===== src/verilog/ffsc_map.vh =====
// Constants for the flag status and command decode block
`ifndef FFSC_MAP_VH
`define FFSC_MAP_VH
`define FFSC_BIT_READY 7
`define FFSC_BIT_ERS_SUSP 6
`define FFSC_BIT_ERS_ERR 5
`define FFSC_BIT_PRG_ERR 4
`define FFSC_BIT_ACCEL_ERR 3
`define FFSC_BIT_PRG_SUSP 2
`define FFSC_BIT_PROT_ERR 1
`define FFSC_BIT_ADDR4 0
`define FFSC_FLAGS_RESET 8'h88
`define FFSC_OP_RST_EN 8'h66
`define FFSC_OP_RST_MEM 8'h99
`define FFSC_OP_ID_9E 8'h9E
`define FFSC_OP_ID_9F 8'h9F
`define FFSC_OP_WIDE_ID 8'hAF
`define FFSC_OP_READ 8'h03
`define FFSC_OP_FAST 8'h0B
`define FFSC_OP_DOFR 8'h3B
`define FFSC_OP_DIOFR 8'hBB
`define FFSC_OP_QOFR 8'h6B
`define FFSC_OP_QIOFR 8'hEB
`define FFSC_OP_FAST_DTR 8'h0D
`define FFSC_OP_DO_DTR 8'h3D
`define FFSC_OP_DIO_DTR 8'hBD
`define FFSC_OP_QO_DTR 8'h6D
`define FFSC_OP_QIO_DTR 8'hED
`define FFSC_OP_READ4 8'h13
`define FFSC_OP_FAST4 8'h0C
`define FFSC_OP_DO4 8'h3C
`define FFSC_OP_DIO4 8'hBC
`define FFSC_OP_QO4 8'h6C
`define FFSC_OP_QIO4 8'hEC
`define FFSC_OP_RD_FLAGS 8'h70
`define FFSC_OP_CLR_FLAGS 8'h50
`define FFSC_DUMMY_DEF 4'h8
`define FFSC_DUMMY_QUAD 4'hA
`define FFSC_PROTO_EXT 2'h0
`define FFSC_PROTO_DUAL 2'h1
`define FFSC_PROTO_QUAD 2'h2
`endif


===== src/verilog/ffsc_decode.v =====
// Flag status register and opcode decoder of a serial flash, sampled on the system clock
`timescale 1ns/1ps
`include "ffsc_map.vh"
// Behaviour
// - Flag bit 7 is 1 when controller ready, 0 during program/erase cycles.
// - Flag bit 6 is 1 while erase suspended or suspend pending.
// - Flag bit 5 sets on erase failure or protection error.
// - Flag bit 4 sets on program failure, including forbidden 0-to-1 accelerated pattern.
// - Flag bit 3 sets on invalid accelerator supply during program or erase; default 1.
// - Flag bit 2 is 1 while program suspended or suspend pending.
// - Flag bit 1 sets when program hits protected sector or locked OTP.
// - Flag bit 0 shows address mode: 0 three-byte, 1 four-byte.
// - All flag bits volatile and returned by a register read command.
// - Status bits 7, 6, 2, 0 update automatically as operations start and end.
// - Error bits 5, 4, 3, 1 stay set until clear-flag command.
// - New program or erase while an error flag is set is itself an error.
// - Ready bit tracks program and erase cycles only, not register writes.
// - Wide ID only in dual/quad; standard ID 9E/9F only in extended.
// - Dual protocol decodes dual I/O fast read from 0B, 3B or BB.
// - Quad protocol decodes quad I/O fast read from 0B, 6B or EB.
// - DTR quad I/O reads 0D/6D/ED in extended and quad, stream until deselect.
// - Dual-output DTR read 3D supported in extended and dual, rejected in quad.
// - Dedicated 4-byte reads always take four address bytes.
// - 4-byte dual I/O read BC accepted in extended and dual only.
// - Opcode 70 reads flag register repeatedly in every protocol.
// - Opcode 50 clears all error flag bits.
// - Fast reads default to 8 dummy clocks, 10 in quad; configurable.
module ffsc_decode #(
    parameter FIFO_DEPTH = 8,
    parameter FIFO_AW = 3
) (
    input wire clk,
    input wire rst,
    input wire spi_cs_n,
    input wire spi_sck,
    input wire spi_mosi,
    output reg spi_miso,
    output reg spi_miso_oe,
    input wire [1:0] proto_sel,
    input wire [3:0] dummy_cfg,
    input wire dummy_cfg_valid,
    input wire op_prog_busy,
    input wire op_erase_busy,
    input wire op_reg_busy,
    input wire erase_susp,
    input wire prog_susp,
    input wire erase_fail,
    input wire prog_fail,
    input wire accel_supply_input_bad,
    input wire prot_fail,
    input wire addr4_mode,
    output reg [7:0] cmd_code,
    output reg cmd_valid,
    output reg cmd_addr4,
    output reg [3:0] cmd_dummy,
    output reg cmd_dtr_stream,
    output reg cmd_ignored,
    output reg flag_error_op,
    output reg soft_reset,
    output reg [7:0] program_erase_flags
);
    localparam ST_IDLE = 3'b001;
    localparam ST_OPC = 3'b010;
    localparam ST_READ = 3'b100;
    reg [2:0] st_reg;
    reg [2:0] st_next;
    reg cs_m_reg, cs_s_reg, sck_m_reg, sck_s_reg, sck_d_reg, mosi_m_reg, mosi_s_reg;
    reg [7:0] shift_reg;
    reg [2:0] bit_reg;
    reg [7:0] tx_reg;
    reg [2:0] tx_cnt_reg;
    reg rst_armed_reg;
    reg accel_seen_reg;
    reg rd_flags_reg;
    wire ff_clr;
    wire sck_rise;
    wire sck_fall;
    wire [7:0] opc;
    wire in_ext;
    wire in_dual;
    wire in_quad;
    wire any_err;
    wire [7:0] ff_out;
    wire ff_valid;
    wire ff_in_ready;
    reg ff_push;
    reg ff_pop;
    reg ok;
    reg four;
    reg fast;
    reg dtr;
    assign sck_rise = sck_s_reg && !sck_d_reg;
    assign sck_fall = !sck_s_reg && sck_d_reg;
    assign opc = {shift_reg[6:0], mosi_s_reg};
    assign in_ext = (proto_sel == `FFSC_PROTO_EXT);
    assign in_dual = (proto_sel == `FFSC_PROTO_DUAL);
    assign in_quad = (proto_sel == `FFSC_PROTO_QUAD);
    // Drop leftover snapshots between frames so a new read starts fresh
    assign ff_clr = rst | (st_reg == ST_IDLE);
    assign any_err = program_erase_flags[`FFSC_BIT_ERS_ERR] | program_erase_flags[`FFSC_BIT_PRG_ERR] |
                     program_erase_flags[`FFSC_BIT_PROT_ERR] | accel_seen_reg;
    // Buffers flag snapshots toward the serial output so the shifter never stalls the sampler
    ffsc_fifo #(.WIDTH(8), .DEPTH(FIFO_DEPTH), .AW(FIFO_AW)) u_fifo (
        .clk(clk),
        .rst(ff_clr),
        .in_data(program_erase_flags),
        .in_valid(ff_push),
        .in_ready(ff_in_ready),
        .out_data(ff_out),
        .out_valid(ff_valid),
        .out_ready(ff_pop)
    );
    // Protocol support decode for each opcode
    always @* begin
        ok = 1'b0;
        four = addr4_mode;
        fast = 1'b0;
        dtr = 1'b0;
        case (opc)
            `FFSC_OP_RST_EN, `FFSC_OP_RST_MEM, `FFSC_OP_RD_FLAGS, `FFSC_OP_CLR_FLAGS: begin
                ok = 1'b1;
            end
            `FFSC_OP_ID_9E, `FFSC_OP_ID_9F: begin
                ok = in_ext;
            end
            `FFSC_OP_WIDE_ID: begin
                ok = in_dual | in_quad;
            end
            `FFSC_OP_READ: begin
                ok = in_ext;
            end
            `FFSC_OP_FAST: begin
                ok = 1'b1;
                fast = 1'b1;
            end
            `FFSC_OP_DOFR, `FFSC_OP_DIOFR: begin
                ok = in_ext | in_dual;
                fast = 1'b1;
            end
            `FFSC_OP_QOFR, `FFSC_OP_QIOFR: begin
                ok = in_ext | in_quad;
                fast = 1'b1;
            end
            `FFSC_OP_FAST_DTR, `FFSC_OP_QO_DTR, `FFSC_OP_QIO_DTR: begin
                ok = (opc == `FFSC_OP_FAST_DTR) ? 1'b1 : (in_ext | in_quad);
                fast = 1'b1;
                dtr = 1'b1;
            end
            `FFSC_OP_DO_DTR, `FFSC_OP_DIO_DTR: begin
                ok = in_ext | in_dual;
                fast = 1'b1;
                dtr = 1'b1;
            end
            `FFSC_OP_READ4: begin
                ok = 1'b1;
                four = 1'b1;
            end
            `FFSC_OP_FAST4: begin
                ok = 1'b1;
                four = 1'b1;
                fast = 1'b1;
            end
            `FFSC_OP_DO4, `FFSC_OP_DIO4: begin
                ok = in_ext | in_dual;
                four = 1'b1;
                fast = 1'b1;
            end
            `FFSC_OP_QO4, `FFSC_OP_QIO4: begin
                ok = in_ext | in_quad;
                four = 1'b1;
                fast = 1'b1;
            end
            default: begin
                ok = 1'b0;
            end
        endcase
    end
    always @* begin
        st_next = st_reg;
        case (st_reg)
            ST_IDLE: begin
                if (!cs_s_reg) begin
                    st_next = ST_OPC;
                end
            end
            ST_OPC: begin
                if (cs_s_reg) begin
                    st_next = ST_IDLE;
                end else if (sck_rise && bit_reg == 3'h7) begin
                    st_next = ST_READ;
                end
            end
            ST_READ: begin
                if (cs_s_reg) begin
                    st_next = ST_IDLE;
                end
            end
            default: begin
                st_next = ST_IDLE;
            end
        endcase
    end
    always @(posedge clk) begin
        if (rst) begin
            cs_m_reg <= 1'b1;
            cs_s_reg <= 1'b1;
            sck_m_reg <= 1'b0;
            sck_s_reg <= 1'b0;
            sck_d_reg <= 1'b0;
            mosi_m_reg <= 1'b0;
            mosi_s_reg <= 1'b0;
        end else begin
            cs_m_reg <= spi_cs_n;
            cs_s_reg <= cs_m_reg;
            sck_m_reg <= spi_sck;
            sck_s_reg <= sck_m_reg;
            sck_d_reg <= sck_s_reg;
            mosi_m_reg <= spi_mosi;
            mosi_s_reg <= mosi_m_reg;
        end
    end
    always @(posedge clk) begin
        if (rst) begin
            st_reg <= ST_IDLE;
            shift_reg <= 8'h00;
            bit_reg <= 3'h0;
            tx_reg <= 8'h00;
            tx_cnt_reg <= 3'h0;
            rst_armed_reg <= 1'b0;
            accel_seen_reg <= 1'b1;
            rd_flags_reg <= 1'b0;
            cmd_code <= 8'h00;
            cmd_valid <= 1'b0;
            cmd_addr4 <= 1'b0;
            cmd_dummy <= `FFSC_DUMMY_DEF;
            cmd_dtr_stream <= 1'b0;
            cmd_ignored <= 1'b0;
            flag_error_op <= 1'b0;
            soft_reset <= 1'b0;
            spi_miso <= 1'b0;
            spi_miso_oe <= 1'b0;
            ff_push <= 1'b0;
            ff_pop <= 1'b0;
            program_erase_flags <= `FFSC_FLAGS_RESET;
        end else begin
            st_reg <= st_next;
            cmd_valid <= 1'b0;
            cmd_ignored <= 1'b0;
            soft_reset <= 1'b0;
            flag_error_op <= 1'b0;
            ff_push <= 1'b0;
            ff_pop <= 1'b0;
            // Status bits follow the operation engine directly
            program_erase_flags[`FFSC_BIT_READY] <= !(op_prog_busy | op_erase_busy);
            program_erase_flags[`FFSC_BIT_ERS_SUSP] <= erase_susp;
            program_erase_flags[`FFSC_BIT_PRG_SUSP] <= prog_susp;
            program_erase_flags[`FFSC_BIT_ADDR4] <= addr4_mode;
            if (cs_s_reg) begin
                bit_reg <= 3'h0;
                spi_miso_oe <= 1'b0;
                tx_cnt_reg <= 3'h0;
                rd_flags_reg <= 1'b0;
            end
            if (st_reg == ST_OPC && sck_rise && !cs_s_reg) begin
                shift_reg <= opc;
                bit_reg <= bit_reg + 3'h1;
                if (bit_reg == 3'h7) begin
                    cmd_valid <= ok;
                    cmd_ignored <= !ok;
                    rd_flags_reg <= (opc == `FFSC_OP_RD_FLAGS);
                    // Refused opcodes leave every decoded output as it was
                    if (ok) begin
                        cmd_code <= opc;
                        cmd_addr4 <= four;
                        cmd_dummy <= !fast ? 4'h0 : dummy_cfg_valid ? dummy_cfg :
                                     in_quad ? `FFSC_DUMMY_QUAD : `FFSC_DUMMY_DEF;
                        cmd_dtr_stream <= dtr;
                    end
                    rst_armed_reg <= (opc == `FFSC_OP_RST_EN);
                    soft_reset <= rst_armed_reg && (opc == `FFSC_OP_RST_MEM);
                    if (opc == `FFSC_OP_RD_FLAGS) begin
                        ff_push <= ff_in_ready;
                    end
                end
            end
            if (st_reg == ST_READ && rd_flags_reg && !cs_s_reg) begin
                if (sck_fall) begin
                    if (tx_cnt_reg == 3'h0) begin
                        tx_reg <= {ff_out[6:0], 1'b0};
                        spi_miso <= ff_out[7];
                        ff_pop <= ff_valid;
                        ff_push <= ff_in_ready;
                    end else begin
                        spi_miso <= tx_reg[7];
                        tx_reg <= {tx_reg[6:0], 1'b0};
                    end
                    spi_miso_oe <= 1'b1;
                    tx_cnt_reg <= tx_cnt_reg + 3'h1;
                end
            end
            // Error bits: set wins over clear
            if (sck_rise && st_reg == ST_OPC && bit_reg == 3'h7 && opc == `FFSC_OP_CLR_FLAGS) begin
                program_erase_flags[`FFSC_BIT_ERS_ERR] <= erase_fail;
                program_erase_flags[`FFSC_BIT_PRG_ERR] <= prog_fail;
                program_erase_flags[`FFSC_BIT_PROT_ERR] <= prot_fail;
                accel_seen_reg <= accel_supply_input_bad & (op_prog_busy | op_erase_busy);
                program_erase_flags[`FFSC_BIT_ACCEL_ERR] <= accel_supply_input_bad &
                                                            (op_prog_busy | op_erase_busy);
            end else begin
                if (erase_fail) begin
                    program_erase_flags[`FFSC_BIT_ERS_ERR] <= 1'b1;
                end
                if (prog_fail) begin
                    program_erase_flags[`FFSC_BIT_PRG_ERR] <= 1'b1;
                end
                if (prot_fail) begin
                    program_erase_flags[`FFSC_BIT_PROT_ERR] <= 1'b1;
                end
                if (accel_supply_input_bad && (op_prog_busy | op_erase_busy)) begin
                    program_erase_flags[`FFSC_BIT_ACCEL_ERR] <= 1'b1;
                    accel_seen_reg <= 1'b1;
                end
            end
            if (op_prog_busy | op_erase_busy | op_reg_busy) begin
                flag_error_op <= any_err & (op_prog_busy | op_erase_busy) &
                                 !program_erase_flags[`FFSC_BIT_READY];
            end
        end
    end
endmodule // ffsc_decode


===== src/verilog/ffsc_fifo.v =====
// Small synchronous FIFO with valid/ready on both sides
`timescale 1ns/1ps
module ffsc_fifo #(
    parameter WIDTH = 8,
    parameter DEPTH = 8,
    parameter AW = 3
) (
    input wire clk,
    input wire rst,
    input wire [WIDTH-1:0] in_data,
    input wire in_valid,
    output wire in_ready,
    output wire [WIDTH-1:0] out_data,
    output wire out_valid,
    input wire out_ready
);
    reg [WIDTH-1:0] mem [0:DEPTH-1];
    reg [AW-1:0] wr_reg;
    reg [AW-1:0] rd_reg;
    reg [AW:0] cnt_reg;
    wire push;
    wire pop;
    assign in_ready = (cnt_reg != DEPTH);
    assign out_valid = (cnt_reg != 0);
    assign out_data = mem[rd_reg];
    assign push = in_valid && in_ready;
    assign pop = out_valid && out_ready;
    always @(posedge clk) begin
        if (push) begin
            mem[wr_reg] <= in_data;
        end
        if (rst) begin
            wr_reg <= {AW{1'b0}};
            rd_reg <= {AW{1'b0}};
            cnt_reg <= {(AW+1){1'b0}};
        end else begin
            if (push) begin
                wr_reg <= (wr_reg == DEPTH-1) ? {AW{1'b0}} : wr_reg + 1'b1;
            end
            if (pop) begin
                rd_reg <= (rd_reg == DEPTH-1) ? {AW{1'b0}} : rd_reg + 1'b1;
            end
            if (push && !pop) begin
                cnt_reg <= cnt_reg + 1'b1;
            end else if (pop && !push) begin
                cnt_reg <= cnt_reg - 1'b1;
            end
        end
    end
endmodule // ffsc_fifo


===== config.mk =====
export PLATFORM = sky130hd
export DESIGN_NAME = ffsc_decode
export DESIGN_NICKNAME = d
export VERILOG_FILES = /design/src/verilog/ffsc_decode.v /design/src/verilog/ffsc_fifo.v
export VERILOG_INCLUDE_DIRS = /design/src /design/src/verilog
export SDC_FILE = /design/constraint.sdc
export NUM_CORES = 1
export LEC_CHECK = 0
export BUFFER_PORTS_ARGS = -buffer_cell sky130_fd_sc_hd__buf_2
export CORE_MARGIN = 2
export CORE_UTILIZATION = 25
export DETAILED_ROUTE_END_ITERATION = 6
export PLACE_DENSITY = 0.4
export SLEW_MARGIN = 20
export SYNTH_ARGS = -nofsm -noshare
export SYNTH_HDL_FRONTEND = slang
export SYNTH_SLANG_ARGS = --single-unit

===== constraint.sdc =====
create_clock -name clk -period 3.8 [get_ports clk]
set_input_delay 0.76 -clock clk [delete_from_list [all_inputs] [get_ports clk]]
set_output_delay 0.76 -clock clk [all_outputs]
set_load 0.05 [all_outputs]

==> results.py, run 1 <==
metrics = {
    "routing": {
        "dr.pass1.iters": 5,
        "wl_mm": 14.98,
        "drc": 0,
        "via_per_inst": 4.729,
        "via_count": 4280,
        "wl_per_cell_um": 16.55,
        "drt_iter0_markers": 325,
        "drtAntennaViolNets": 0,
    },
    "placed_design": {
        "port_buffers": 48,
        "place_congestion": 0.7628,
        "dp_hpwl_mm": 10.01,
    },
    "timing": {
        "hold_violations": 0,
        "tightest_slew_ns": 0.9632,
        "clock_skew_ns": 0.01471,
        "slew_viol_final": 0,
        "fin_tns_setup_ns": 0,
        "setup_viol_count_final": 0,
        "rsz0062_at_grt": "false",
        "hold_ws_ns": 0.4204,
        "finalWorstPathRequiredPeriod_ns": 2.754,
        "relSlewSlack_pct": 35.70,
        "max_freq_mhz": 363.1,
        "period_share_pct": 72.48,
    },
    "global_routing": {
        "track_usage_pct": 12.13,
        "antenna_found_initial": 0,
        "grt_pass1_wl_mm": 23.87,
        "grt_remaining_overflow": 0,
        "grt_max_degree": 55,
        "grt_pass1_vias": 4300,
    },
    "cells_and_area": {
        "final_util_pct": 30.11,
        "drive_above_1_share_pct": 20.83,
        "top_register": "u_fifo.mem",
        "nNetsFinal": 602,
        "antennaDiodeCount": 0,
        "largest_register_ff_count": 64,
        "largest_registers": "u_fifo.mem x64, cmd_code x8, program_erase_flags x8",
        "syn2layout_area_growth_pct": 19.19,
    },
    "floorplanning": {
        "initial_utilization_pct": 25.27,
        "coreArea_um2": 24180,
        "die_w_um": 160.3,
        "ios": 50,
        "fp.dieH_um": 160.3,
        "dieArea_um2": 25700,
        "core.rowCount": 57,
    },
    "critical_path": {
        "end_kind": "register",
        "crit_type": "register to register",
        "crit_fanout": 8,
        "crit_path_start_kind": "register",
        "crit_arrival_ns": 3.11,
        "required_ns": 4.15,
    },
    "logic_synthesis": {
        "yosys-top-cells-area": "edfxtp_1 31%, dfxtp_1 25%, mux4_2 5.9%",
        "post_synth.cell_area_avg_um2": 11.59,
        "async_flop_share_pct": 0,
        "ys_seq_area_share_pct": 56.04,
        "syn_area_um2": 6108,
        "synthDistinctLibCells": 67,
        "yosys_warnings": 0,
        "synth_edf_count": 64,
        "postSynthCellCount": 527,
        "synthesis.nets": 561,
        "synth_ff_type": "dfxtp_1",
        "synth_top_area_share_pct": 31.46,
        "yosys_register_bits": 139,
        "synth_top_area_cell": "edfxtp_1",
    },
    "power": {
        "ir_drop_v": 0.0002308,
        "p_leak_nw": 2.504,
        "total_power_mw": 3.345,
        "power_density_nw_per_um2": 459.4,
    },
    "worst_hold_path": {
        "hp-class": "register to register",
    },
    "clock_network": {
        "cts-root-buf": "clkbuf_16",
        "post_cts_buffers": 0,
        "cts.path.max_buffers": 2,
        "hold_buffers": 0,
        "cts_resized": 0,
        "cts_tree": "built",
        "clock-sinks": 139,
        "clkLatencyLatePin_ns": 0.43,
        "cts.clk_slew.worst_paths_ns": 0.06,
        "htreeDepth": 4,
        "cts_buffers": 17,
    },
    "outcome": {
        "status": "completed",
    },
    "run": {
        "cap_violations": 0,
    },
}
per-stage QoR:
stage                     std cells  setup WS [ns]  area [µm²]
after floorplan                 527          1.109        6108
after global placement          873          1.110        6694
after detailed placement        873          1.074        6694
after CTS                       905          1.044        7281
after global routing            905         0.6738        7281
final                           905          1.046        7281
layout by cell type (no fill, tap or decap), types with 3 or more instances in the layout:
master      count
nor3b_1         4
xnor2_1         4
ha_1           11
nand3_1         8
nand3b_1        4
dfxtp_1        75
nand2_1        48
nor3_1         16
o2111ai_1       7
buf_2          48
buf_4          12
nor4_1          8
o21ai_0        15
o311ai_1        5
or3_1           8
or2_2           4
nand4b_1        5
nand4_1         5
inv_1          15
inv_6           6
clkinvlp_4      3
mux4_2         16
mux2i_1        19
nor2b_1        15
a21oi_1        31
o32a_1          5
nor2_1         36
edfxtp_1       64
clkbuf_16      17
o211ai_1        5
nand2b_1        4
worst paths after layout:
check,from,cells after the start,slack [ns],to
max,u_fifo.cnt_reg[0],12,1.05,u_fifo.cnt_reg[3]
min,cs_m_reg,1,0.42,cs_s_reg
max reg2reg,u_fifo.cnt_reg[0],12,1.05,u_fifo.cnt_reg[3]
min reg2reg,cs_m_reg,1,0.42,cs_s_reg
cells in the mapped netlist (all sizes together) (3+ instances only):
cell type,count
or4b,3
ha,11
nor4,8
nor3,17
nor4b,4
nand4,5
mux2i,19
nand2b,4
o2111ai,7
or3,8
xnor2,4
nand3b,4
o21ai,15
or2,4
dfxtp,75
nand4b,5
mux4,16
nor2b,15
nand2,49
o32a,5
o211ai,5
edfxtp,64
o311ai,7
nor2,36
inv,15
nand3,9
nor3b,5
clkbuf,25
a21oi,31
buf,13
cell type report:
type                            instances  area, µm²
Fill cell                            2451      16900
Clock inverter                         15      161.4
Tap cell                              324      405.4
Timing Repair Buffer                   60      330.3
Clock buffer                           17      425.4
Sequential cell                       139       3423
Inverter                               15      56.30
Multi-Input combinational cell        335       2479
routing by layer:
metal | GRT usage [%] | part of all wire (%)
met2 | 19.93 | 49
met3 | 3.125 | 3.5
met1 | 15.47 | 46
met4 | 4.382 | 1.5
met5 | 0 | 0
report_power, final:
group	switching [mW]	leakage (nW)	internal [mW]	total [mW]
registers	0.0216	1.21	1.58	1.60
logic	0.0647	1.01	0.0268	0.0915
clock network	0.681	0.279	0.976	1.66
critical path, stage by stage, from the launching register on:
cell and delay (ns):
dfxtp_1 0.37, nor3_1 0.28, nand2_1 0.10, nand2_1 0.24, inv_1 0.15, ha_1 0.24, inv_1 0.13, ha_1 0.26
a21o_1 0.18, a21oi_1 0.19, xnor2_1 0.10, or3_1 0.30, a21oi_1 0.13
cell families (layout without fill, tap and decap cells):
group | after synthesis | count (layout) | share of synthesized area [%]
multiplexers | 35 | 35 | 9.013
AND/OR/NAND/NOR | 188 | 188 | 17.21
XOR/XNOR | 6 | 6 | 0.8603
adder cells (fa/ha/maj) | 12 | 12 | 2.581
AO/OA/AOI/OAI | 94 | 94 | 10.73
flip-flops | 139 | 139 | 56.04
buffers and inverters | 53 | 107 | 3.564
(Power assumes the default switching activity.)
==> run 2: changes to the inputs <==
--- a/config.mk
+++ b/config.mk
@@ -10,7 +10,7 @@
 export CORE_MARGIN = 2
 export CORE_UTILIZATION = 25
 export DETAILED_ROUTE_END_ITERATION = 6
-export PLACE_DENSITY = 0.4
+export PLACE_DENSITY = 0.41
 export SLEW_MARGIN = 20
 export SYNTH_ARGS = -nofsm -noshare
 export SYNTH_HDL_FRONTEND = slang
==> constraint.sdc (replaced) <==
create_clock -name clk -period 2.5 [get_ports clk]
set_input_delay 0.5 -clock clk [delete_from_list [all_inputs] [get_ports clk]]
set_output_delay 0.5 -clock clk [all_outputs]
set_load 0.05 [all_outputs]
==> results.py, run 2 (synthesis results as in run 1) <==
metrics = {
    "floorplanning": {
        "ios": 50,
        "die_w_um": 160.3,
        "coreArea_um2": 24180,
        "dieArea_um2": 25700,
        "initial_utilization_pct": 25.27,
        "core.rowCount": 57,
        "fp.dieH_um": 160.3,
    },
    "power": {
        "p_int_mw": 3.851,
        "switchingPower_mw": 1.184,
        "power_density_nw_per_um2": 672.4,
        "p_leak_nw": 2.643,
        "switching_share_pct": 23.52,
        "combPwrFrac_pct": 3.3,
        "clkPwrFrac_pct": 48.8,
        "pwr-share-seq_pct": 47.9,
        "ir_drop_v": 0.0003263,
    },
    "critical_path": {
        "reg2regPathDepth": 9,
        "crit_arrival_ns": 2.66,
        "crit_path_start_kind": "register",
        "crit_family": "compound AO/OA/AOI/OAI gates",
        "rr_endpoint": "u_fifo.cnt_reg[3]",
        "crit_start": "u_fifo.cnt_reg[0]",
        "cp_cell_sequence": "o41ai_4 > ha_1 > inv_2 > ha_1 > a21o_1 > a21oi_2 > xnor2_1 > or3_1 > a21oi_1",
        "end_kind": "register",
        "slowest_stage": "o41ai_4",
        "rrSetupSlack_ns": 0.19,
        "required_ns": 2.85,
        "slowest_delay_ns": 0.39,
        "timing.rr.start": "u_fifo.cnt_reg[0]",
        "crit_top_cell": "ha_1",
        "crit_cells": 9,
        "crit_fanout": 5,
        "path_buf_inv": 1,
        "crit_type": "register to register",
    },
    "timing": {
        "relSlewSlack_pct": 48.49,
        "rsz0062_at_grt": "false",
        "tightest_slew_ns": 0.7684,
        "max_freq_mhz": 432.5,
        "clock_skew_ns": 0.01207,
        "setup_viol_count_final": 0,
        "finalWorstPathRequiredPeriod_ns": 2.312,
        "hold_ws_ns": 0.2574,
        "slew_viol_final": 0,
        "fin_tns_setup_ns": 0,
        "hold_violations": 0,
        "period_share_pct": 92.48,
    },
    "cells_and_area": {
        "drive_above_1_share_pct": 24.58,
        "syn2layout_area_growth_pct": 22.59,
        "antennaDiodeCount": 0,
        "mostFrequentLayoutCells": "72 x dfxtp_1, 64 x edfxtp_1, 48 x nand2_1, 48 x buf_2, 36 x nor2_1",
        "largest_registers": "u_fifo.mem x64, cmd_code x8, program_erase_flags x8",
        "largest_register_ff_count": 64,
        "top_register": "u_fifo.mem",
        "final_area_um2": 7488,
        "nNetsFinal": 623,
        "final_common_cell": "dfxtp_1",
    },
    "routing": {
        "drc": 0,
        "wl_per_cell_um": 16.33,
        "dr.pass1.iters": 4,
        "wl_mm": 15.12,
        "drtAntennaViolNets": 0,
        "via_count": 4332,
        "via_per_inst": 4.678,
        "drt_iter0_markers": 248,
    },
    "clock_network": {
        "clock-sinks": 139,
        "cts.path.max_buffers": 2,
        "cts_buffers": 17,
        "post_cts_buffers": 0,
        "htreeDepth": 4,
        "cts.clk_slew.worst_paths_ns": 0.06,
        "hold_buffers": 0,
        "cts_tree": "built",
        "clkLatencyLatePin_ns": 0.42,
        "cts-root-buf": "clkbuf_16",
    },
    "global_routing": {
        "antenna_found_initial": 0,
        "grt_remaining_overflow": 0,
        "grt_pass1_wl_mm": 24.61,
        "grt_max_degree": 55,
        "track_usage_pct": 12.34,
        "grt_pass1_vias": 4466,
    },
    "worst_hold_path": {
        "holdCritStartpoint": "spi_cs_n",
        "worstHoldEndpoint": "cs_m_reg",
        "hp-class": "primary input to register",
        "holdPathStages": 2,
    },
    "placed_design": {
        "dp_hpwl_mm": 10.33,
        "place_congestion": 0.7917,
        "postPlaceCellArea_um2": 6879,
        "port_buffers": 48,
    },
    "run": {
        "cap_violations": 0,
    },
    "outcome": {
        "status": "completed",
    },
}
-- run 2: cell count changes in the layout (fill, tap and decap cells not counted), sizes merged --
cell,delta
buf,+21
bufinv,-1
clkinv,+3
clkinvlp,-2
-- run 2: cell type report --
class | count | area, µm²
fill | 2456 | 16690
sequential | 139 | 3427
multi-input combinational | 335 | 2501
timing repair buffer | 81 | 513.0
clock buffer | 17 | 425.4
tap | 324 | 405.4
clock inverter | 15 | 160.2
inverter | 15 | 56.30
-- run 2: worst register-to-register path, cell delays in order (launching register included) --
cell and delay, ns:
dfxtp_2 0.37, o41ai_4 0.39, ha_1 0.25, inv_2 0.07
ha_1 0.29, a21o_1 0.19, a21oi_2 0.14, xnor2_1 0.08
or3_1 0.31, a21oi_1 0.15
-- run 2: timing repair --
item / in CTS / in global routing
endpoints found under the setup margin: 0 / 6
hold endpoints to repair: 0 / 0
gates resized for setup: 0 / 7
-- run 2: how the worst max path moves through the flow --
stage,endpoint,slack [ns]
global placement,u_fifo.cnt_reg[3],0.09
detailed placement,u_fifo.cnt_reg[3],0.09
CTS,u_fifo.cnt_reg[3],0.07
global route,u_fifo.cnt_reg[3],0.03
finish,u_fifo.cnt_reg[3],0.19
floorplan,u_fifo.cnt_reg[3],0.06
-- run 2: per-layer routing --
metal	up-vias	wire, µm	share of wire, %	track usage [%]
li1	2103	-	-	-
met5	-	0	0	0
met3	11	529	3.5	2.738
met1	2140	7307	48	16.86
met2	78	7125	47	19.17
met4	0	161	1.1	4.709
-- run 2: per-stage QoR --
| stage | cells | power (mW) | util [%] | setup WS [ns] |
|---|---|---|---|---|
| 2_1_floorplan | 527 | 2.558 | - | 0.05843 |
| 3_3_place_gp | 894 | 2.630 | 28.45 | 0.09240 |
| 3_5_place_dp | 894 | 2.632 | 28.45 | 0.08870 |
| 4_1_cts | 926 | 5.120 | 30.88 | 0.07139 |
| 5_1_grt | 926 | 5.226 | 30.97 | 0.02937 |
| 6_report | 926 | 5.035 | 30.97 | 0.1880 |
-- run 2: power groups by stage --
stage          sequential (mW)  combinational [mW]  clock, mW
2_1_floorplan             2.51              0.0513          0
3_3_place_gp              2.46               0.168          0
3_5_place_dp              2.46               0.169          0
4_1_cts                   2.41               0.169       2.54
5_1_grt                   2.41               0.179       2.63
6_report                  2.41               0.165       2.46
==> run 3: changes to the inputs <==
--- a/config.mk
+++ b/config.mk
@@ -6,6 +6,7 @@
 export SDC_FILE = /design/constraint.sdc
 export NUM_CORES = 1
 export LEC_CHECK = 0
+export ABC_AREA = 1
 export BUFFER_PORTS_ARGS = -buffer_cell sky130_fd_sc_hd__buf_2
 export CORE_MARGIN = 2
 export CORE_UTILIZATION = 25
==> results.py, run 3 <==
metrics = {
    "placed_design": {
        "port_buffers": 48,
        "place_congestion": 0.8686,
        "postPlaceCellArea_um2": 6437,
        "dp_hpwl_mm": 10.29,
    },
    "critical_path": {
        "required_ns": 2.80,
        "crit_type": "register to register",
        "rr_endpoint": "u_fifo.cnt_reg[3]",
        "crit_start": "u_fifo.cnt_reg[0]",
        "timing.rr.start": "u_fifo.cnt_reg[0]",
        "crit_fanout": 6,
        "crit_arrival_ns": 2.58,
        "rrSetupSlack_ns": 0.23,
        "endpoint": "u_fifo.cnt_reg[3]",
        "crit_path_start_kind": "register",
        "end_kind": "register",
        "reg2regPathDepth": 14,
    },
    "logic_synthesis": {
        "synthesis.nets": 647,
        "synth_top_area_cell": "edfxtp_1",
        "synth_top_area_share_pct": 33.05,
        "synth_ff_type": "dfxtp_1",
        "ys_seq_area_share_pct": 58.86,
        "post_synth.cell_area_avg_um2": 9.487,
        "yosys-top-cells-area": "edfxtp_1 33%, dfxtp_1 26%, nor2_1 6.6%",
        "yosysMostFrequentCell": "nor2_1",
        "async_flop_share_pct": 0,
        "synthDistinctLibCells": 39,
        "yosys_warnings": 0,
        "postSynthCellCount": 613,
        "syn_area_um2": 5816,
        "synth_edf_count": 64,
        "yosys_register_bits": 139,
        "synthTopCellsByCount": "102 x nor2_1, 91 x nand2_1, 75 x dfxtp_1",
    },
    "cells_and_area": {
        "final_area_um2": 7061,
        "syn2layout_area_growth_pct": 21.41,
        "final_common_cell": "nor2_1",
        "nNetsFinal": 710,
        "drive_above_1_share_pct": 18.14,
        "largest_registers": "u_fifo.mem x64, cmd_code x8, program_erase_flags x8",
        "largest_register_ff_count": 64,
        "mostFrequentLayoutCells": "101 x nor2_1, 90 x nand2_1, 75 x dfxtp_1",
        "top_register": "u_fifo.mem",
    },
    "timing": {
        "tightest_slew_ns": 0.7344,
        "slew_viol_final": 0,
        "relSlewSlack_pct": 50.98,
        "hold_violations": 0,
        "setup_viol_count_final": 0,
        "max_freq_mhz": 440.1,
        "finalWorstPathRequiredPeriod_ns": 2.272,
        "period_share_pct": 90.88,
        "rsz0062_at_grt": "false",
        "clock_skew_ns": 0.005865,
        "fin_tns_setup_ns": 0,
    },
    "routing": {
        "wl_mm": 14.73,
        "via_per_inst": 4.538,
        "dr.pass1.iters": 5,
        "drc": 0,
        "via_count": 4429,
        "drt_iter0_markers": 229,
        "drtAntennaViolNets": 0,
        "wl_per_cell_um": 15.10,
    },
    "power": {
        "p_int_mw": 4.040,
        "pwr-share-seq_pct": 46.8,
        "switchingPower_mw": 1.121,
        "power_density_nw_per_um2": 730.9,
        "ir_drop_v": 0.0003982,
        "clkPwrFrac_pct": 50.1,
        "combPwrFrac_pct": 3.1,
        "switching_share_pct": 21.71,
        "p_leak_nw": 2.781,
    },
    "global_routing": {
        "antenna_found_initial": 2,
        "grt_remaining_overflow": 0,
        "grt_pass1_vias": 4365,
        "grt_max_degree": 33,
        "grt_pass1_wl_mm": 23.47,
        "track_usage_pct": 12.63,
    },
    "floorplanning": {
        "die_w_um": 156.5,
        "core.rowCount": 55,
        "dieArea_um2": 24500,
        "fp.dieH_um": 156.5,
        "coreArea_um2": 22710,
        "initial_utilization_pct": 25.61,
        "ios": 50,
    },
    "run": {
        "cap_violations": 0,
    },
    "clock_network": {
        "cts_buffers": 17,
        "clkLatencyLatePin_ns": 0.42,
        "cts.path.max_buffers": 2,
        "cts-root-buf": "clkbuf_16",
        "clock-sinks": 139,
        "htreeDepth": 4,
        "cts.clk_slew.worst_paths_ns": 0.06,
        "cts_tree": "built",
    },
    "worst_hold_path": {
        "hp-class": "primary input to register",
    },
    "outcome": {
        "status": "completed",
    },
}
[run 3: cell types whose count changed after synthesis, sizes merged, moves of 10 or more]
cell,previous run,this run
a21oi,31,54
mux4,16,0
nor2,36,108
clkbuf,25,14
nor3,17,6
nand2,49,99
o21ai,15,40
o221ai,2,12
nor2b,15,0
nand3,9,25
inv,15,52
[run 3: through the flow]
step	power, mW	setup slack, ns	instances	utilization, %	hold WS, ns
2_1_floorplan	2.561	0.4113	613	-	0.3883
3_3_place_gp	2.625	0.1906	942	28.35	0.4007
3_5_place_dp	2.628	0.1636	942	28.35	0.4018
4_1_cts	5.238	0.1500	974	31.05	0.2553
5_1_grt	5.349	0.04104	974	31.07	0.2500
6_report	5.161	0.2280	976	31.09	0.2697
[run 3: worst min path at each step]
stage / startpoint / cells past startpoint / endpoint / slack [ns]
6_report: spi_cs_n / 2 / cs_m_reg / 0.27
5_1_grt: spi_cs_n / 2 / cs_m_reg / 0.25
4_1_cts: spi_cs_n / 2 / cs_m_reg / 0.26
3_5_place_dp: mosi_m_reg / 2 / mosi_s_reg / 0.40
3_3_place_gp: mosi_m_reg / 2 / mosi_s_reg / 0.40
2_1_floorplan: mosi_m_reg / 2 / mosi_s_reg / 0.39
[run 3: power by group through the flow]
stage	logic [mW]	registers [mW]	clock network [mW]
2_1_floorplan	0.0722	2.49	0
3_3_place_gp	0.160	2.46	0
3_5_place_dp	0.162	2.47	0
4_1_cts	0.163	2.42	2.66
5_1_grt	0.179	2.42	2.75
6_report	0.159	2.42	2.59
[run 3: final cells by class]
type,count,area [µm²]
Tap cell,285,356.6
Inverter,53,198.9
Timing Repair Buffer,67,382.9
Multi-Input combinational cell,398,2081
Antenna cell,2,5.005
Sequential cell,139,3423
Clock buffer,21,483.0
Clock inverter,11,130.1
Fill cell,2358,15650
[run 3: what timing repair did]
item                       4_1_cts  5_1_grt
hold buffers                     0        0
setup buffers                    0        0
resized for setup                0        2
setup endpoints to repair        0        1
[run 3: cell families after synthesis]
logic type / after synthesis / share of synthesized area, %
buf+inv: 76 / 5.443
flops: 139 / 58.86
mux: 12 / 2.065
simple gates: 250 / 18.46
xor+xnor: 2 / 0.3013
compound gates: 122 / 12.16
fa+ha+maj: 12 / 2.711
[run 3: critical path, stage by stage (launching register included)]
cell     delay [ns]
dfxtp_1        0.36
nor2_2         0.14
nand3_1        0.12
nand2_2        0.13
inv_1          0.07
ha_1           0.21
inv_1          0.14
ha_1           0.25
a21o_1         0.18
a21oi_1        0.15
nor2_1         0.06
nor2_1         0.08
nand2_1        0.06
o21ai_0        0.15
a21oi_1        0.05
[run 3: layer usage]
layer | up-vias | GRT usage [%] | routed length [µm]
met4 | 2 | 3.801 | 116
met5 | - | 0 | 13
li1 | 2222 | - | -
met1 | 2097 | 16.23 | 6877
met2 | 100 | 20.45 | 6881
met3 | 8 | 3.822 | 844
